## src/inc/atu_map.svh

```systemverilog
`ifndef ATU_MAP_SVH
`define ATU_MAP_SVH
// ---------------------------------------------------------------
// Register offsets
// ---------------------------------------------------------------
`define ATU_OFS_FLAGS 8'h17
`define ATU_OFS_GPC 8'h23
`define ATU_OFS_MASK 8'h70
`define ATU_OFS_CTL_A 8'hb0
`define ATU_OFS_CTL_B 8'hb1
`define ATU_OFS_COUNT 8'hb2
`define ATU_OFS_CMP_A 8'hb3
`define ATU_OFS_CMP_B 8'hb4
`define ATU_OFS_STATUS 8'hb6
// ---------------------------------------------------------------
// Field positions
// ---------------------------------------------------------------
`define ATU_BIT_OVF 0
`define ATU_BIT_CMPA 1
`define ATU_BIT_CMPB 2
`define ATU_BIT_BUSY_CTL_B 0
`define ATU_BIT_BUSY_CTL_A 1
`define ATU_BIT_BUSY_CMP_B 2
`define ATU_BIT_BUSY_CMP_A 3
`define ATU_BIT_BUSY_COUNT 4
`define ATU_BIT_ASYNC_SEL 5
`define ATU_BIT_EXT_CLK 6
`define ATU_BIT_SYNC_PSR 0
`define ATU_BIT_ASYNC_PSR 1
`define ATU_BIT_SYNC_MODE 7
`define ATU_CTL_B_KEEP 8'h0f
`define ATU_IRQ_KEEP 8'h07
`define ATU_BIT_WGM2 3
// ---------------------------------------------------------------
// Reset values and prescaler taps
// ---------------------------------------------------------------
`define ATU_RST_BYTE 8'h00
`define ATU_RST_PSC 10'h000
`define ATU_BYTE_MAX 8'hff
`define ATU_BYTE_MIN 8'h00
`define ATU_TAP_8 10'h007
`define ATU_TAP_32 10'h01f
`define ATU_TAP_64 10'h03f
`define ATU_TAP_128 10'h07f
`define ATU_TAP_256 10'h0ff
`define ATU_TAP_1024 10'h3ff
`endif

```

## src/inc/atu_pkg.sv

```systemverilog
package atu_pkg;
	// Register and data byte
	typedef logic [7:0] atu_byte_t;
	// Three interrupt sources: overflow, compare A, compare B
	typedef logic [2:0] atu_irq_t;
	// Counting direction, one-hot
	typedef enum logic [1:0] {
		ATU_DIR_UP = 2'b01,
		ATU_DIR_DOWN = 2'b10
	} atu_dir_t;
endpackage

```

## src/logic/atu_prescaler.sv

```systemverilog
`include "atu_map.svh"
`default_nettype none
module atu_prescaler (
	// Clock and reset
	input wire logic clk,
	input wire logic rst,
	// Control
	input wire logic base_tick,
	input wire logic clear,
	input wire logic [2:0] clk_sel,
	// Count enable pulse
	output logic cnt_en
);
	import atu_pkg::*;
	logic [9:0] psc_r;
	logic [9:0] psc_nxt;
	logic [9:0] tap;
	// Tap mask per clock select; zero means every base tick
	function automatic logic [9:0] tap_of(input logic [2:0] sel);
		case (sel)
			3'h2: tap_of = `ATU_TAP_8;
			3'h3: tap_of = `ATU_TAP_32;
			3'h4: tap_of = `ATU_TAP_64;
			3'h5: tap_of = `ATU_TAP_128;
			3'h6: tap_of = `ATU_TAP_256;
			3'h7: tap_of = `ATU_TAP_1024;
			default: tap_of = `ATU_RST_PSC;
		endcase
	endfunction
	assign tap = tap_of(clk_sel);
	assign psc_nxt = clear ? `ATU_RST_PSC : (base_tick ? psc_r + 10'h001 : psc_r);
	// A held clear also halts the timer, not only the divider
	assign cnt_en = base_tick & ~clear & (clk_sel != 3'h0) & ((psc_r & tap) == tap);
	// Free running divider
	always_ff @(posedge clk or posedge rst)
	begin
		if (rst)
			psc_r <= `ATU_RST_PSC;
		else
			psc_r <= psc_nxt;
	end
endmodule
`default_nettype wire

```

## src/logic/atu_counter.sv

```systemverilog
`include "atu_map.svh"
`default_nettype none
module atu_counter (
	// Clock and reset
	input wire logic clk,
	input wire logic rst,
	// Control
	input wire logic cnt_en,
	input wire logic load,
	input wire atu_pkg::atu_byte_t load_val,
	input wire logic [2:0] wgm,
	input wire atu_pkg::atu_byte_t cmp_a,
	input wire atu_pkg::atu_byte_t cmp_b,
	// State and events
	output atu_pkg::atu_byte_t count,
	output logic ovf,
	output logic match_a,
	output logic match_b
);
	import atu_pkg::*;
	atu_byte_t cnt_r;
	atu_byte_t cnt_nxt;
	atu_byte_t top;
	atu_dir_t dir_r;
	atu_dir_t dir_nxt;
	logic phase;
	logic at_top;
	logic at_bot;
	// Mode decode: OCRA as top for CTC and the upper modes
	assign top = (wgm[2] | (wgm == 3'h2)) ? cmp_a : `ATU_BYTE_MAX;
	assign phase = wgm[0] & ~wgm[1];
	assign at_top = (cnt_r == top);
	assign at_bot = (cnt_r == `ATU_BYTE_MIN);
	assign match_a = cnt_en & (cnt_r == cmp_a);
	assign match_b = cnt_en & (cnt_r == cmp_b);
	// Overflow: reversal at bottom in phase correct, else max or top
	assign ovf = cnt_en & (phase ? (dir_r == ATU_DIR_DOWN) & at_bot
		: ((wgm == 3'h7) ? at_top : (cnt_r == `ATU_BYTE_MAX)));
	// Next count and direction
	always_comb
	begin
		cnt_nxt = cnt_r;
		dir_nxt = dir_r;
		if (load)
			cnt_nxt = load_val;
		else if (cnt_en)
		begin
			unique case (dir_r)
				ATU_DIR_UP:
				begin
					if (at_top && phase)
					begin
						dir_nxt = ATU_DIR_DOWN;
						cnt_nxt = cnt_r - 8'h01;
					end
					else if (at_top)
						cnt_nxt = `ATU_BYTE_MIN;
					else
						cnt_nxt = cnt_r + 8'h01;
				end
				ATU_DIR_DOWN:
				begin
					if (at_bot || !phase)
					begin
						dir_nxt = ATU_DIR_UP;
						cnt_nxt = cnt_r + 8'h01;
					end
					else
						cnt_nxt = cnt_r - 8'h01;
				end
			endcase
		end
	end
	// Counter state
	always_ff @(posedge clk or posedge rst)
	begin
		if (rst)
		begin
			cnt_r <= `ATU_RST_BYTE;
			dir_r <= ATU_DIR_UP;
		end
		else
		begin
			cnt_r <= cnt_nxt;
			dir_r <= dir_nxt;
		end
	end
	assign count = cnt_r;
endmodule
`default_nettype wire

```

## src/logic/atu_top.sv

```systemverilog
// Operation
// - Async write to compare B sets busy bit 2 until transfer to live.
// - Async write to control A sets busy bit 1 until transfer to live.
// - Async write to control B sets busy bit 0 until transfer to live.
// - Async write to counter sets busy bit 4 until counter is loaded.
// - Async write to compare A sets busy bit 3 until transfer to live.
// - Counter reads live value; compares and controls read holding registers.
// - Mask bits 0..2 enable overflow, compare A, compare B with global enable.
// - Compare B match sets flag bit 2; request when flag, enable, global.
// - Compare A match sets flag bit 1; request when flag, enable, global.
// - Overflow sets flag bit 0; phase correct sets it at bottom reversal.
// - Vector execution clears the matching interrupt flag.
// - Writing one clears a flag; writing zero leaves it.
// - Sync mode bit 7 keeps both prescaler reset bits as written.
// - Clearing sync mode clears both prescaler resets; timers restart together.
// - Async prescaler reset bit 1 resets prescaler, self clears unless sync mode.
// - In async mode the bit stays one until the prescaler reset completes.
// - Sync prescaler reset bit 0 resets shared prescaler, self clears unless sync mode.
`include "atu_map.svh"
`default_nettype none
module atu_top (
	// Clock and reset
	input wire logic clk,
	input wire logic rst,
	// Register port
	input wire atu_pkg::atu_byte_t addr,
	input wire atu_pkg::atu_byte_t wr_data,
	input wire logic wr_en,
	input wire logic rd_en,
	output atu_pkg::atu_byte_t rd_data,
	// Asynchronous timer clock, sampled
	input wire logic async_clk_in,
	// Interrupt handshake
	input wire logic global_irq_enable,
	input wire atu_pkg::atu_irq_t irq_ack,
	output atu_pkg::atu_irq_t irq_req,
	// Reset to the prescaler shared by the other timers
	output logic sync_prescaler_reset
);
	import atu_pkg::*;

	// ---------------------------------------------------------------
	// Declarations
	// ---------------------------------------------------------------
	atu_byte_t rd_data_r;
	atu_byte_t rd_nxt;
	atu_irq_t irq_req_r;
	atu_irq_t irq_req_nxt;
	logic sync_psr_out_r;
	logic async_clk_prev_r;
	logic timer_tick;
	logic base_tick;
	atu_byte_t ctl_a_r;
	atu_byte_t ctl_b_r;
	atu_byte_t cmp_a_r;
	atu_byte_t cmp_b_r;
	atu_byte_t hold_ctl_a_r;
	atu_byte_t hold_ctl_b_r;
	atu_byte_t hold_cmp_a_r;
	atu_byte_t hold_cmp_b_r;
	atu_byte_t hold_cnt_r;
	logic [4:0] busy_r;
	logic [4:0] busy_nxt;
	logic [4:0] wr_hit;
	logic async_mode_r;
	logic ext_clk_r;
	atu_byte_t mask_r;
	atu_byte_t mask_nxt;
	atu_irq_t flags_r;
	atu_irq_t flags_nxt;
	atu_irq_t flag_set;
	atu_irq_t flag_clr;
	logic sync_mode_r;
	logic sync_psr_r;
	logic sync_psr_nxt;
	logic async_psr_r;
	logic async_psr_nxt;
	logic async_psr_done;
	logic we_flags;
	logic we_gpc;
	logic we_mask;
	logic we_status;
	logic cnt_load;
	atu_byte_t cnt_load_val;
	logic cnt_en;
	atu_byte_t count;
	logic ev_ovf;
	logic ev_match_a;
	logic ev_match_b;
	atu_byte_t status_view;
	atu_byte_t gpc_view;

	// ---------------------------------------------------------------
	// Address decode
	// ---------------------------------------------------------------
	// One write enable per register; the busy group indexed by busy bit
	function automatic logic hit(input atu_byte_t a, input atu_byte_t ofs);
		hit = (a == ofs);
	endfunction
	assign we_flags = wr_en & hit(addr, `ATU_OFS_FLAGS);
	assign we_gpc = wr_en & hit(addr, `ATU_OFS_GPC);
	assign we_mask = wr_en & hit(addr, `ATU_OFS_MASK);
	assign we_status = wr_en & hit(addr, `ATU_OFS_STATUS);
	assign wr_hit[`ATU_BIT_BUSY_CTL_B] = wr_en & hit(addr, `ATU_OFS_CTL_B);
	assign wr_hit[`ATU_BIT_BUSY_CTL_A] = wr_en & hit(addr, `ATU_OFS_CTL_A);
	assign wr_hit[`ATU_BIT_BUSY_CMP_B] = wr_en & hit(addr, `ATU_OFS_CMP_B);
	assign wr_hit[`ATU_BIT_BUSY_CMP_A] = wr_en & hit(addr, `ATU_OFS_CMP_A);
	assign wr_hit[`ATU_BIT_BUSY_COUNT] = wr_en & hit(addr, `ATU_OFS_COUNT);

	// ---------------------------------------------------------------
	// Timer clock
	// ---------------------------------------------------------------
	// Rising edge of the sampled timer clock; in sync mode every cycle counts
	assign timer_tick = async_clk_in & ~async_clk_prev_r;
	assign base_tick = async_mode_r ? timer_tick : 1'b1;

	always_ff @(posedge clk or posedge rst)
	begin
		if (rst)
			async_clk_prev_r <= 1'b0;
		else
			async_clk_prev_r <= async_clk_in;
	end

	// ---------------------------------------------------------------
	// Update busy flags
	// ---------------------------------------------------------------
	// A pending value moves to live only on a timer clock edge, and the busy
	// bit drops on that same edge, so software never sees idle before live.
	// A write that lands on the transfer edge keeps the bit set.
	assign busy_nxt = async_mode_r ? ((busy_r & {5{~timer_tick}}) | wr_hit) : 5'h00;

	always_ff @(posedge clk or posedge rst)
	begin
		if (rst)
			busy_r <= 5'h00;
		else
			busy_r <= busy_nxt;
	end

	// ---------------------------------------------------------------
	// Holding registers
	// ---------------------------------------------------------------
	// Every write lands here, in sync mode in the same cycle as live; overwriting while busy is not guarded
	always_ff @(posedge clk or posedge rst)
	begin
		if (rst)
		begin
			hold_ctl_a_r <= `ATU_RST_BYTE;
			hold_ctl_b_r <= `ATU_RST_BYTE;
			hold_cmp_a_r <= `ATU_RST_BYTE;
			hold_cmp_b_r <= `ATU_RST_BYTE;
			hold_cnt_r <= `ATU_RST_BYTE;
		end
		else
		begin
			if (wr_hit[`ATU_BIT_BUSY_CTL_A])
				hold_ctl_a_r <= wr_data;
			if (wr_hit[`ATU_BIT_BUSY_CTL_B])
				hold_ctl_b_r <= wr_data & `ATU_CTL_B_KEEP; // Force strobes read as zero
			if (wr_hit[`ATU_BIT_BUSY_CMP_A])
				hold_cmp_a_r <= wr_data;
			if (wr_hit[`ATU_BIT_BUSY_CMP_B])
				hold_cmp_b_r <= wr_data;
			if (wr_hit[`ATU_BIT_BUSY_COUNT])
				hold_cnt_r <= wr_data;
		end
	end

	// ---------------------------------------------------------------
	// Live registers
	// ---------------------------------------------------------------
	// Sync mode: written straight through. Async mode: copied on the timer edge.
	always_ff @(posedge clk or posedge rst)
	begin
		if (rst)
		begin
			ctl_a_r <= `ATU_RST_BYTE;
			ctl_b_r <= `ATU_RST_BYTE;
			cmp_a_r <= `ATU_RST_BYTE;
			cmp_b_r <= `ATU_RST_BYTE;
		end
		else if (!async_mode_r)
		begin
			if (wr_hit[`ATU_BIT_BUSY_CTL_A])
				ctl_a_r <= wr_data;
			if (wr_hit[`ATU_BIT_BUSY_CTL_B])
				ctl_b_r <= wr_data & `ATU_CTL_B_KEEP;
			if (wr_hit[`ATU_BIT_BUSY_CMP_A])
				cmp_a_r <= wr_data;
			if (wr_hit[`ATU_BIT_BUSY_CMP_B])
				cmp_b_r <= wr_data;
		end
		else if (timer_tick)
		begin
			if (busy_r[`ATU_BIT_BUSY_CTL_A])
				ctl_a_r <= hold_ctl_a_r;
			if (busy_r[`ATU_BIT_BUSY_CTL_B])
				ctl_b_r <= hold_ctl_b_r;
			if (busy_r[`ATU_BIT_BUSY_CMP_A])
				cmp_a_r <= hold_cmp_a_r;
			if (busy_r[`ATU_BIT_BUSY_CMP_B])
				cmp_b_r <= hold_cmp_b_r;
		end
	end

	// Counter load: immediate in sync mode, on the timer edge in async mode
	assign cnt_load = async_mode_r ? (timer_tick & busy_r[`ATU_BIT_BUSY_COUNT])
		: wr_hit[`ATU_BIT_BUSY_COUNT];
	assign cnt_load_val = async_mode_r ? hold_cnt_r : wr_data;

	// ---------------------------------------------------------------
	// Mode and mask registers
	// ---------------------------------------------------------------
	// Leaving async mode clears the busy bits, so pending transfers never reach live
	always_ff @(posedge clk or posedge rst)
	begin
		if (rst)
		begin
			async_mode_r <= 1'b0;
			ext_clk_r <= 1'b0;
			mask_r <= `ATU_RST_BYTE;
		end
		else
		begin
			if (we_status)
			begin
				async_mode_r <= wr_data[`ATU_BIT_ASYNC_SEL];
				ext_clk_r <= wr_data[`ATU_BIT_EXT_CLK];
			end
			mask_r <= mask_nxt;
		end
	end

	// ---------------------------------------------------------------
	// Prescaler reset control
	// ---------------------------------------------------------------
	// Async reset completes on the next timer edge; in sync mode at once
	assign async_psr_done = ~async_mode_r | timer_tick;
	// A write stores the written bits; without sync mode hardware clears them
	assign async_psr_nxt = we_gpc ? wr_data[`ATU_BIT_ASYNC_PSR]
		: (async_psr_r & (sync_mode_r | ~async_psr_done));
	assign sync_psr_nxt = we_gpc ? wr_data[`ATU_BIT_SYNC_PSR]
		: (sync_psr_r & sync_mode_r);

	always_ff @(posedge clk or posedge rst)
	begin
		if (rst)
		begin
			sync_mode_r <= 1'b0;
			async_psr_r <= 1'b0;
			sync_psr_r <= 1'b0;
		end
		else
		begin
			if (we_gpc)
				sync_mode_r <= wr_data[`ATU_BIT_SYNC_MODE];
			async_psr_r <= async_psr_nxt;
			sync_psr_r <= sync_psr_nxt;
		end
	end

	// ---------------------------------------------------------------
	// Timer core
	// ---------------------------------------------------------------
	atu_prescaler u_psc (
		.clk(clk),
		.rst(rst),
		.base_tick(base_tick),
		.clear(async_psr_r),
		.clk_sel(ctl_b_r[2:0]),
		.cnt_en(cnt_en)
	);

	atu_counter u_cnt (
		.clk(clk),
		.rst(rst),
		.cnt_en(cnt_en),
		.load(cnt_load),
		.load_val(cnt_load_val),
		.wgm({ctl_b_r[`ATU_BIT_WGM2], ctl_a_r[1:0]}),
		.cmp_a(cmp_a_r),
		.cmp_b(cmp_b_r),
		.count(count),
		.ovf(ev_ovf),
		.match_a(ev_match_a),
		.match_b(ev_match_b)
	);

	// ---------------------------------------------------------------
	// Interrupt flags
	// ---------------------------------------------------------------
	// A new event wins over a clear in the same cycle, so no event is lost
	assign flag_set[`ATU_BIT_OVF] = ev_ovf;
	assign flag_set[`ATU_BIT_CMPA] = ev_match_a;
	assign flag_set[`ATU_BIT_CMPB] = ev_match_b;
	assign flag_clr = irq_ack | (wr_data[2:0] & {3{we_flags}});
	assign flags_nxt = (flags_r & ~flag_clr) | flag_set;
	assign mask_nxt = we_mask ? (wr_data & `ATU_IRQ_KEEP) : mask_r;
	assign irq_req_nxt = flags_nxt & mask_nxt[2:0] & {3{global_irq_enable}};

	always_ff @(posedge clk or posedge rst)
	begin
		if (rst)
		begin
			flags_r <= 3'h0;
			irq_req_r <= 3'h0;
		end
		else
		begin
			flags_r <= flags_nxt;
			irq_req_r <= irq_req_nxt;
		end
	end

	// ---------------------------------------------------------------
	// Read path
	// ---------------------------------------------------------------
	// Counter reads live; compares and controls show the holding copy
	assign status_view = {1'b0, ext_clk_r, async_mode_r, busy_r};
	assign gpc_view = {sync_mode_r, 5'h00, async_psr_r, sync_psr_r};

	always_comb
	begin
		rd_nxt = `ATU_RST_BYTE;
		if (rd_en)
		begin
			case (addr)
				`ATU_OFS_FLAGS: rd_nxt = {5'h00, flags_r};
				`ATU_OFS_GPC: rd_nxt = gpc_view;
				`ATU_OFS_MASK: rd_nxt = mask_r;
				`ATU_OFS_STATUS: rd_nxt = status_view;
				`ATU_OFS_COUNT: rd_nxt = count;
				`ATU_OFS_CTL_A: rd_nxt = hold_ctl_a_r;
				`ATU_OFS_CTL_B: rd_nxt = hold_ctl_b_r;
				`ATU_OFS_CMP_A: rd_nxt = hold_cmp_a_r;
				`ATU_OFS_CMP_B: rd_nxt = hold_cmp_b_r;
				default: rd_nxt = `ATU_RST_BYTE;
			endcase
		end
	end

	// Read data and the outgoing prescaler reset, all registered
	always_ff @(posedge clk or posedge rst)
	begin
		if (rst)
		begin
			rd_data_r <= `ATU_RST_BYTE;
			sync_psr_out_r <= 1'b0;
		end
		else
		begin
			rd_data_r <= rd_nxt;
			sync_psr_out_r <= sync_psr_nxt;
		end
	end

	assign rd_data = rd_data_r;
	assign irq_req = irq_req_r;
	assign sync_prescaler_reset = sync_psr_out_r;
endmodule
`default_nettype wire

```

## config.mk

```make
export PLATFORM = sky130hd
export DESIGN_NAME = atu_top
export DESIGN_NICKNAME = d
export VERILOG_FILES = /design/src/inc/atu_pkg.sv /design/src/logic/atu_prescaler.sv /design/src/logic/atu_counter.sv /design/src/logic/atu_top.sv
export VERILOG_INCLUDE_DIRS = /design/src /design/src/inc
export SDC_FILE = /design/constraint.sdc
export NUM_CORES = 1
export LEC_CHECK = 0
export ABC_CLOCK_PERIOD_IN_PS = 3800
export BUFFER_PORTS_ARGS = -buffer_cell sky130_fd_sc_hd__buf_2
export CAP_MARGIN = 5
export CORE_MARGIN = 2
export CORE_UTILIZATION = 55
export DETAILED_ROUTE_END_ITERATION = 6
export PLACE_DENSITY = 0.73
export SLEW_MARGIN = 15
export SYNTH_ARGS = -nofsm -noshare
export SYNTH_HDL_FRONTEND = slang
export SYNTH_SLANG_ARGS = --single-unit
```

## constraint.sdc

```tcl
create_clock -name clk -period 3.8 [get_ports clk]
set_input_delay 0.57 -clock clk [delete_from_list [all_inputs] [get_ports clk]]
set_output_delay 0.57 -clock clk [all_outputs]
set_load 0.02 [all_outputs]
```

Yosys cells after proc, flatten, opt, wreduce, memory -nomap -nowiden:

Cells that the tools add are included.

* register bits: 106
* output and inout port bits: 12

* add/subtract/negate cells: 3
* eq/ne operators: 31
* multiplexer cells: 40
* bitwise operators: 41
* reductions and logical operators: 16

Operators by type and width (number)
* 8-bit 2-to-1 mux: 16
* 8-bit one-hot mux with 9 select lines: 1
* 10-bit one-hot mux with 6 select lines: 1
* 8-bit equality test (second input constant): 7
* 8-bit equality test: 3
* 1-bit bitwise AND: 21
* 10-bit 2-to-1 mux: 2
* 4-bit 2-to-1 mux: 4
* 8-bit one-hot mux with 2 select lines: 1
* 3-bit equality test (second input constant): 5
* 3-bit bitwise AND: 4
* 2-bit 2-to-1 mux: 6
* 2-bit inequality test (second input constant): 6
* 3-bit AND reduction: 4
* 2-bit nonzero test: 6
* 10-bit by 1-bit adder with 10-bit output (second input constant): 1
* 10-bit bitwise AND: 1
* 10-bit equality test: 1
* 3-bit by 2-bit equality test with 1-bit output (second input constant): 3
* 8-bit by 1-bit adder with 8-bit output (second input constant): 1
* 8-bit by 5-bit equality test with 1-bit output (second input constant): 1
* 8-bit by 6-bit equality test with 1-bit output (second input constant): 1
* 8-bit by 7-bit equality test with 1-bit output (second input constant): 1
* 8-bit logical NOT: 1
* 19 further kinds: 33

Longest topological paths before layout:

Gate-level depths: netlist (run 1).

* word-level depth: 10
* gate-level depth with buffers: 8

Hierarchy:

A second synthesis (run 1) with hierarchy kept.

* cell total of the unflattened synthesis: 557
* area, all modules: 5913.2 µm²

By module, submodules not included
* atu_top: instances 1, cells each 334, area each 4103.9 µm², seq. area each 2152.1 µm²
* atu_counter: instances 1, cells each 161, area each 1231.2 µm², seq. area each 251.5 µm²
* atu_prescaler: instances 1, cells each 62, area each 578.1 µm², seq. area each 250.2 µm²

Least setup slack after synthesis (run 1):

Ideal clock, no wire load.

* path kind: input -> register
* from: input addr[3]
* to: register u_cnt.cnt_r[6], in the netlist u_cnt.count[6]
* setup time: 129 ps
* data arrival time: 1909 ps
* required time: 3671 ps
* slack: 1762 ps
* stages on the path: 6
* buffers on the path: 0
* path through: and4bb_1 nand3_1 o31ai_1 nand2b_1 a2bb2oi_1 nand3_1

* cells in the longest elaborated chain, start to end: 4
* elaborated cells on any way between the ends: 5

RTL lines
* from (decl): line atu_top.sv:26 `input wire atu_pkg::atu_byte_t addr,`
* 8-bit equality test *: line atu_top.sv:98 `hit = (a == ofs);`
* 1-bit bitwise AND *: line atu_top.sv:108 `` assign wr_hit[`ATU_BIT_BUSY_COUNT] = wr_en & hit(addr, `ATU_OFS_COUNT); ``
* 1-bit 2-to-1 mux *: line atu_top.sv:208 `` assign cnt_load = async_mode_r ? (timer_tick & busy_r[`ATU_BIT_BUSY_COUNT]) ``
* 8-bit 2-to-1 mux or 2-bit nonzero test (tied branches)
* to (signal assigned): line atu_counter.sv:79 `` cnt_r <= `ATU_RST_BYTE; ``
* to (signal assigned): line atu_counter.sv:84 `cnt_r <= cnt_nxt;`
* to (decl): line atu_counter.sv:21 `atu_byte_t cnt_r;`

Every way passes the cells marked *; elsewhere a longest branch is shown, timed or not.
A chain may end at the register's enable or synchronous reset.

Final worst setup path (run 1):

* from: register u_cnt.cnt_r[2], in the netlist u_cnt.count[2]
* to: register flags_r[0]

* cells in the longest elaborated chain, start to end: 5
* elaborated cells on any way between the ends: 8

RTL lines
* 8-bit equality test (no line) (tied with other cells)
* 1-bit 2-to-1 mux or 1-bit bitwise AND (tied branches): line atu_counter.sv:38, atu_counter.sv:37
* 1-bit 2-to-1 mux *: line atu_counter.sv:37 `assign ovf = cnt_en & (phase ? (dir_r == ATU_DIR_DOWN) & at_bot`
* 1-bit bitwise AND *: line atu_counter.sv:37
* 3-bit OR *: line atu_top.sv:298 `assign flags_nxt = (flags_r & ~flag_clr) | flag_set;`
* via flags_nxt[0]: line atu_top.sv:70 `atu_irq_t flags_nxt;`
* to (signal assigned): line atu_top.sv:311 `flags_r <= flags_nxt;`
* to (decl): line atu_top.sv:69 `atu_irq_t flags_r;`

The timed path passes the listed nets; every way through them passes the cells marked *.

==> results of run 1 <==
## synth_stat cells (all sizes together) (12+ instances only)
cell type / instances / area share (%)
a22oi: 12 / 1.6
nand3: 18 / 1.6
nand2: 50 / 3.4
inv: 19 / 1.3
xnor2: 22 / 3.4
buf: 18 / 1.7
o21ai: 29 / 2.8
nor2b: 16 / 1.8
a21oi: 70 / 6.3
dfrtp: 105 / 47
nor2: 51 / 3.6
mux2: 34 / 6.8
## worst register-to-register path, stage by stage (launching register included)
cell     delay [ns]
dfrtp_1        0.65
inv_1          0.15
nor4_1         0.60
o211a_1        0.34
nand4_1        0.11
a31oi_1        0.45
or2_2          0.21
## stage by stage
step / cells / cell area [um^2] / power [mW] / setup WS (ns) / hold WS, ns
floorplan: 573 / 5590 / 2.01 / 0.443 / 0.450
global placement: 717 / 5830 / 2.17 / 1.29 / 0.476
detailed placement: 717 / 5830 / 2.19 / 1.18 / 0.477
CTS: 732 / 6020 / 2.88 / 1.31 / 0.327
global route: 732 / 6020 / 3.03 / 1.12 / 0.343
finish: 732 / 6020 / 2.88 / 1.23 / 0.341
## cell usage in the layout, fill, tap and decap left out, drive strengths merged, types with 5 or more instances in the layout
cell type,n
o32ai,5
xor2,8
buf,40
clkbuf,10
a22oi,12
nor3,8
o22ai,5
nand4,9
nand3,18
inv,19
nand2b,11
and3,8
xnor2,22
o21ai,29
nor2,51
nand2,50
mux2,34
nor2b,16
a222oi,7
a21oi,70
a31oi,8
dfrtp,105
## power by group
part,switching (mW),internal [mW],total (mW)
clock,0.377,0.317,0.694
combinational,0.392,0.316,0.708
sequential,0.232,1.25,1.48
## layer usage
metal  wire length [um]  GRT usage (%)  part of all wire, %
met5                  0              0                    0
met4                318           9.33                  2.2
met3               1070           5.12                  7.5
met2               6900           43.6                   48
met1               6010           37.6                   42
## cells by family (layout without fill, tap and decap cells)
family	count (synthesis)	in the layout
fa+ha+maj	3	3
compound gates	162	162
xor+xnor	30	30
simple gates	186	186
mux	38	38
buf+inv	48	74
flops	106	106
## registers in the layout (all words and copies together), names as in the netlist, 2 cells and up
name and cells:
flags_r 3, u_cnt.dir_r 2, cmp_a_r 8, hold_ctl_a_r 8, hold_cnt_r 8, ctl_a_r 2
u_cnt.count 8, cmp_b_r 8, hold_ctl_b_r 4, hold_cmp_a_r 8, hold_cmp_b_r 8, mask_r 3
irq_req 3, ctl_b_r 4, rd_data 8, u_psc.psc_r 10, busy_r 5
## final timing paths
kind                                 from                to  slack (ns)
max reg2reg                u_cnt.count[2]        flags_r[0]        1.23
min reg2reg                 hold_cnt_r[0]     hold_cnt_r[0]        0.50
max in group asynchronous             rst    u_cnt.dir_r[0]        2.57
min in group clk             async_clk_in  async_clk_prev_r        0.34
min                                   rst        rd_data[7]        0.34
max                        u_cnt.count[2]        flags_r[0]        1.23
## layout make-up
class	count	area share [%]
well taps	133	2.76
repair buffers	40	3.49
inverters	19	1.23
clock inverters	5	0.914
flip-flops and latches	106	44.0
clock buffers	10	2.28
multi-input cells	419	45.3
==> results.cfg, run 1 <==
[clock_tree]
cts.repair.resized = 0
cts_setup_buffers = 0
cts.htree.levels = 3
number_of_buffers_on_the_longest_clock_path = 2
clock-root-buffer = clkbuf_8
cts_tree = yes
clock_sink_count = 106
numCtsBuffers = 9
cts_hold_buffers = 0
clock_latency_ns = 0.37
clock_transition_time_at_the_flip_flop_clock_pins_of_the_worst_setup_and_hold_paths_ns = 0.09

[worst_setup_path]
critical_path_peak_fanout = 11
worstPathCellList = inv_1, nor4_1, o211a_1, nand4_1, a31oi_1, or2_2
cp-end-kind = flop
worst-path-stages = 6
crit_path_max_incr_delay_ns = 0.65
critPathTopFamily = simple AND/OR/NAND/NOR gates
worst-endpoint-arrival_ns = 2.88
cp_slowest_cell = dfrtp_1
timing.setup.critical_path_class = flop to flop
worst-path-buf-inv = 1
startpoint_type = flop
reg2reg_depth = 6
required_ns = 4.11

[sta]
fmax_mhz = 390
finClkSkew_ns = 0.00961
setup_repair_after_global_routing_missed_its_margin = no
setup_viol_count_final = 0
tightest_slew_ns = 0.839
totalNegativeSetupSlack_ns = 0
finalCritPeriodShare_pct = 67.6
period_needed_ns = 2.57
final_hold_viol_count = 0
timing_max_transition_violations_final = 0
maxSlewHeadroom_pct = 43.5

[layout]
antennaDiodeCount = 0
final_nets = 623
ff_latch_area_mm2 = 0.00265
final_layout_size_suffix_gt1_share_pct = 18.5
flow.area_growth_from_synthesis_pct = 7.72
final.fill_count = 855
post-route-util_pct = 61.4
multi_input_comb_area_mm2 = 0.00273

[synthesis]
yosysWarningCount = 0
synth.mux.area_fraction_pct = 7.56
synth_top_family_by_area = compound AO/OA/AOI/OAI gates
synth_edf_count = 0
yosysUniqueCellTypes = 65
syn_area_mm2 = 0.00559
postSynthNetCount = 601
postSynthRegisterBits = 106
ys_dominant_reg_cell = dfrtp_1
postSynthCellCount = 573
synth-async-reset-ratio_pct = 100
avgSynthCellArea_um2 = 9.76
post_synth_xor_area_fraction_pct = 4.70
post_synth_fa_ha_maj_area_fraction_pct = 0.671
synth_compound_area_share_pct = 18.9
yosysSeqAreaShare_pct = 47.4
post_synth_and_or_nand_nor_area_fraction_pct = 16.9

[placement]
gp_weighted_congestion = 0.934
dp_hpwl_um = 10400
portBuffers = 36

[floorplan]
start_util_pct = 57.0
io-pin-count = 37
placement_rows = 36
die_width_um = 105
core_area_mm2 = 0.00982
die_area_mm2 = 0.0110
floorplan.die.height_um = 105

[grt]
overflow = 0
number_of_antenna_violations_at_the_first_check_in_global_routing = 0
via_count_of_the_first_global_routing_pass = 4507
grt_max_degree = 67
grt_first_pass_wirelength_um = 23800
globalRouteTotalUtil_pct = 27.3

[min_path]
worst_hold_path_type = input port to asynchronous set/reset pin

[power_and_ir_drop]
power-per-cell-area_mw_per_mm2 = 478
irDropWorstVdd_mv = 0.279
leakage_nw = 2.74

[routing]
wl_um = 14300
wl_per_cell_um = 19.5
antenna_violating_nets_post_route = 0
vias = 4604
drcViolationCount = 2
drt_first_pass_iters = 7
initialDrtViolationCount = 435
drt-vias-per-instance = 6.29

[run_status]
outcome = finished with violations
violations = DRC

[flow_run]
timing.max_cap.violations = 0
Note: power is estimated with default switching activity, not from simulation.
==> run 2: changes to the inputs <==
ABC_AREA = 1   (was default)
ABC_CLOCK_PERIOD_IN_PS = 2390   (was 3800)
clock period = 2.39 ns   (was 3.8 ns; I/O delays follow)
==> results.cfg, run 2 <==
[worst_setup_path]
worstPathCellList = inv_1, ha_1, nand2_1, nor2_1, nor2_1, nand2_1, nand2_2, nand2_1, nand3_1, nand2_1, nand2_1
worst-endpoint-arrival_ns = 2.28
critical-path-top-cell-by-count = nand2_1
reg2reg_depth = 11
required_ns = 2.72
cp-end-kind = flop
critical_path_peak_fanout = 8
setup.reg_to_reg.worst_slack_ns = 0.43
reg2reg_to = u_cnt.count[5]
worst_r2r_startpoint = u_cnt.count[0]
cp_slowest_cell = dfrtp_1
startpoint_type = flop
timing.setup.critical_path_class = flop to flop
crit_path_max_incr_delay_ns = 0.44

[grt]
grt_most_used_layer = met2
globalRouteMet3Util_pct = 5.70
grt_max_degree = 31
overflow = 0
grt_first_pass_wirelength_um = 23800
gr-usage-met2_pct = 41.4
via_count_of_the_first_global_routing_pass = 4783
number_of_antenna_violations_at_the_first_check_in_global_routing = 0
groute.layer.met1.usage_pct = 39.5
globalRouteTotalUtil_pct = 27.4

[power_and_ir_drop]
power_report.internal_total_mw = 2.95
irDropWorstVdd_mv = 0.456
power-per-cell-area_mw_per_mm2 = 768
sequentialPowerShare_pct = 47.5
leakage_nw = 3.04
power.combinational.fraction_pct = 30.1
power.net_switching_mw = 1.86
totalPowerFinal_mw = 4.81
share_clk_of_total_power_pct = 22.5
power_switching_share_pct = 38.7

[synthesis]
yosysSeqAreaShare_pct = 46.3
yosysWarningCount = 0
postSynthNetCount = 762
synth_edf_count = 0
ranking_of_synthesized_cells_by_instance_count = nand2_1, dfrtp_1, o21ai_0, inv_1, nor2_1
synth_area_leaders = dfrtp_1, nand2_1, o21ai_0, inv_1, nand3_1
postSynthRegisterBits = 106
netlist.area_leader.share_pct = 45.9
yosysUniqueCellTypes = 46
yosys.cell_count.top_type = nand2_1
syn_area_mm2 = 0.00573
avgSynthCellArea_um2 = 7.80
netlist.top_cell.by_area = dfrtp_1
ys_dominant_reg_cell = dfrtp_1
postSynthCellCount = 734
synth-async-reset-ratio_pct = 100

[layout]
finalNonFillerCells = 915
post-route-util_pct = 61.2
flow.area_growth_from_synthesis_pct = 9.33
final_layout_size_suffix_gt1_share_pct = 14.1
commonest_non_fill_non_tap_cell_in_the_layout = nand2_1
antennaDiodeCount = 0
top_register = u_psc.psc_r
final_nets = 802
commonest_cells_after_routing_fill_and_taps_aside = nand2_1, dfrtp_1, o21ai_0
final_design_area_no_fill_mm2 = 0.00626
number_of_flip_flops_in_the_largest_register = 10

[clock_tree]
cts.htree.levels = 3
numCtsBuffers = 9
cts_setup_buffers = 0
cts_hold_buffers = 0
cts_tree = yes
clock_transition_time_at_the_flip_flop_clock_pins_of_the_worst_setup_and_hold_paths_ns = 0.11
clock_sink_count = 106
cts.repair.resized = 0
number_of_buffers_on_the_longest_clock_path = 2
clock_latency_ns = 0.39
clock-root-buffer = clkbuf_8

[run_status]
outcome = completed

[floorplan]
die_width_um = 106
core_area_mm2 = 0.0102
placement_rows = 37
io-pin-count = 37
floorplan.die.height_um = 106
die_area_mm2 = 0.0112
start_util_pct = 56.0

[routing]
initialDrtViolationCount = 380
vias = 5050
drt_first_pass_iters = 5
antenna_violating_nets_post_route = 0
wl_per_cell_um = 15.9
drcViolationCount = 0
wl_um = 14600
drt-vias-per-instance = 5.52

[sta]
timing_max_transition_violations_final = 0
totalNegativeSetupSlack_ns = 0
setup_repair_after_global_routing_missed_its_margin = no
fmax_mhz = 511
maxSlewHeadroom_pct = 52.8
period_needed_ns = 1.96
finClkSkew_ns = 0.0150
setup_viol_count_final = 0
worst_hold_slack_ns = 0.0634
final_hold_viol_count = 0
tightest_slew_ns = 0.706
finalCritPeriodShare_pct = 81.8
final_critical_path_setup_slack_ns = 0.434

[placement]
dp.cells = 899
portBuffers = 36
gp_weighted_congestion = 0.912
pre_cts_slack_ns = 0.289
dp_hpwl_um = 11200
post_dp_cell_area_mm2 = 0.00607

[flow_run]
timing.max_cap.violations = 0

[min_path]
worst_hold_path_type = input port to asynchronous set/reset pin
run 2: power by group through the flow:
stage / Sequential [mW] / Combinational [mW] / Clock, mW
2_1_floorplan: 2.18 / 1.21 / 0
3_3_place_gp: 2.30 / 1.41 / 0
3_5_place_dp: 2.31 / 1.43 / 0
4_1_cts: 2.28 / 1.43 / 1.09
5_1_grt: 2.32 / 1.64 / 1.17
6_report: 2.28 / 1.45 / 1.08
run 2: layout make-up:
type	count	area, um^2
multi-input combinational	518	2610
fill	929	3970
timing repair buffer	48	283
inverter	91	354
clock inverter	7	63.8
sequential	106	2650
tap	136	170
clock buffer	9	124
run 2: cells by family after synthesis:
family | count (synthesis) | share of synthesized area, %
DFF | 106 | 46.3
adders and majority gates | 3 | 0.655
buffers and inverters | 110 | 8.04
and+or+nand+nor | 348 | 27.0
xor gates and xnor gates | 16 | 2.45
AOI/OAI and AO/OA | 151 | 15.5
run 2: worst max-delay path: cells and delay by family, from the launching register on:
| family | cells | cell delay [ns] |
|---|---|---|
| adders and majority gates | 1 | 0.27 |
| buffers and inverters | 1 | 0.17 |
| DFF | 1 | 0.44 |
| and+or+nand+nor | 9 | 1.02 |
run 2: how the worst max path moves through the flow:
stage	slack [ns]	from	cells after the start	to
finish	0.43	u_cnt.count[0]	11	u_cnt.count[5]
global route	0.20	u_cnt.count[0]	11	u_cnt.count[7]
CTS	0.45	u_cnt.count[0]	11	u_cnt.count[3]
detailed placement	0.29	addr[6]	10	cmp_a_r[2]
global placement	0.31	addr[2]	10	cmp_a_r[6]
floorplan	0.75	u_cnt.count[0]	11	u_cnt.count[6]
run 2: routing by layer:
metal  up-vias  routed length [um]  share of wire [%]
met3        27                 944                6.5
met4         0                 304                2.1
met5         -                   0                  0
met1      2366                6720                 46
li1       2477                   -                  -
met2       180                6600                 45
==> run 3: changes to the inputs <==
ABC_CLOCK_PERIOD_IN_PS = 1900   (was 2390)
clock period = 1.9 ns   (was 2.39 ns; I/O delays follow)
==> results.cfg, run 3 (same netlist as run 2, synthesis figures left out) <==
[grt]
via_count_of_the_first_global_routing_pass = 4918
overflow = 0
grt_max_degree = 30
globalRouteTotalUtil_pct = 28.3
grt_first_pass_wirelength_um = 24700
number_of_antenna_violations_at_the_first_check_in_global_routing = 0

[clock_tree]
clock_sink_count = 106
cts.htree.levels = 3
cts_tree = yes
clock_latency_ns = 0.39
clock_transition_time_at_the_flip_flop_clock_pins_of_the_worst_setup_and_hold_paths_ns = 0.10
numCtsBuffers = 9
number_of_buffers_on_the_longest_clock_path = 2
clock-root-buffer = clkbuf_8

[sta]
setup_viol_count_final = 0
fmax_mhz = 554
finClkSkew_ns = 0.0132
maxSlewHeadroom_pct = 54.9
timing_max_transition_violations_final = 0
worst_hold_slack_ns = 0.0191
period_needed_ns = 1.80
finalCritPeriodShare_pct = 94.9
final_hold_viol_count = 0
tightest_slew_ns = 0.675
setup_repair_after_global_routing_missed_its_margin = yes

[layout]
flow.area_growth_from_synthesis_pct = 13.6
final_design_area_no_fill_mm2 = 0.00650
final.fill_count = 904
commonest_cells_after_routing_fill_and_taps_aside = nand2_1, dfrtp_1, o21ai_0
antennaDiodeCount = 0
number_of_flip_flops_in_the_largest_register = 10
commonest_non_fill_non_tap_cell_in_the_layout = nand2_1
top_register = u_psc.psc_r
final_nets = 826
final_layout_size_suffix_gt1_share_pct = 17.8

[worst_setup_path]
timing.setup.critical_path_class = flop to flop
critPathTopFamily = simple AND/OR/NAND/NOR gates
required_ns = 2.17
crit_path_max_incr_delay_ns = 0.46
cp-end-kind = flop
critical-path-top-cell-by-count = nand2_1
worst-path-buf-inv = 2
cp_slowest_cell = dfrtp_2
worst-endpoint-arrival_ns = 2.07
worstPathCellList = inv_1, buf_4, o21ai_0, nor2_1, nand2_1, nand2_2, nand3_2, nand3_1, nand2_1, nand2_1, nand3_1
startpoint_type = flop
critical_path_peak_fanout = 7

[routing]
wl_um = 15200
vias = 5206
wl_met2_um = 6830
drt_first_pass_iters = 5
routed.top_layer = met4
antenna_violating_nets_post_route = 0
wl_per_cell_um = 16.1
drt-vias-per-instance = 5.54
routed-wl-met3_um = 773
drcViolationCount = 0
initialDrtViolationCount = 420
wirelength_met1_um = 7090

[placement]
portBuffers = 36
gp_weighted_congestion = 0.934
post_dp_cell_area_mm2 = 0.00625
dp_hpwl_um = 11600

[power_and_ir_drop]
power-per-cell-area_mw_per_mm2 = 964
power_report.internal_total_mw = 3.86
power.combinational.fraction_pct = 33.6
power_switching_share_pct = 38.5
power.net_switching_mw = 2.41
sequentialPowerShare_pct = 45.4
irDropWorstVdd_mv = 0.545
totalPowerFinal_mw = 6.27
leakage_nw = 3.16
share_clk_of_total_power_pct = 21.0

[floorplan]
start_util_pct = 56.0
io-pin-count = 37
core_area_mm2 = 0.0102
die_area_mm2 = 0.0112
die_width_um = 106
placement_rows = 37
floorplan.die.height_um = 106

[min_path]
worst_hold_path_type = input port to flop

[run_status]
outcome = completed

[flow_run]
timing.max_cap.violations = 0
run 3: changes by cell type in the layout (fill, tap and decap cells not counted), sizes merged:
cell / before / now
clkinv: 4 / 5
inv: 91 / 90
dlygate4sd3: 0 / 1
clkbuf: 9 / 10
clkinvlp: 3 / 2
buf: 48 / 71
run 3: routing by layer:
metal / vias up / track usage (%)
li1: 2514 / -
met1: 2460 / 41.3
met2: 196 / 43.1
met3: 36 / 4.54
met4: 0 / 10.1
met5: - / 0
run 3: timing repair:
item,CTS,global route
gates cloned,0,0
gates resized for setup,2,10
hold buffers,1,0
setup endpoints to repair,1,11
buffers inserted,0,5
hold endpoints to repair,18,0
run 3: layout make-up:
type,instances,area [um^2],share of cell area (%)
Clock inverter,6,51.3,0.789
Multi-Input combinational cell,518,2640,40.6
Inverter,91,354,5.44
Timing Repair Buffer,72,503,7.73
Sequential cell,106,2660,40.9
Clock buffer,10,128,1.96
Tap cell,136,170,2.62
run 3: worst paths after layout:
| kind | start | endpoint | slack, ns | depth (start not counted) |
|---|---|---|---|---|
| min in group asynchronous | rst | hold_cmp_b_r[7] | 0.55 | 3 |
| hold reg to reg | u_psc.psc_r[3] | u_psc.psc_r[3] | 0.50 | 1 |
| hold / removal | async_clk_in | async_clk_prev_r | 0.02 | 1 |
| setup reg to reg | u_cnt.count[0] | u_cnt.count[6] | 0.1 | 11 |
| setup / recovery | u_cnt.count[0] | u_cnt.count[6] | 0.1 | 11 |
| max in group asynchronous | rst | u_cnt.count[0] | 0.77 | 4 |
run 3: power by group through the flow:
| stage | registers (mW) | clock network [mW] | logic [mW] |
|---|---|---|---|
| after floorplan | 2.74 | 0 | 1.52 |
| after detailed placement | 2.89 | 0 | 1.94 |
| final | 2.85 | 1.32 | 2.11 |
| after global placement | 2.87 | 0 | 1.89 |
| after global routing | 2.88 | 1.45 | 2.36 |
| after CTS | 2.85 | 1.34 | 1.96 |
run 3: stage by stage:
stage | TNS, ns | worst slack (ns) | instances | utilization [%]
floorplan | 0 | 0.256 | 734 | -
global route | -0.0132 | -0.0120 | 939 | 63.6
detailed placement | -0.0123 | -0.0123 | 917 | 61.1
CTS | 0 | 0.0145 | 934 | 62.9
finish | 0 | 0.0963 | 939 | 63.6
global placement | -0.0159 | -0.0159 | 917 | 61.1
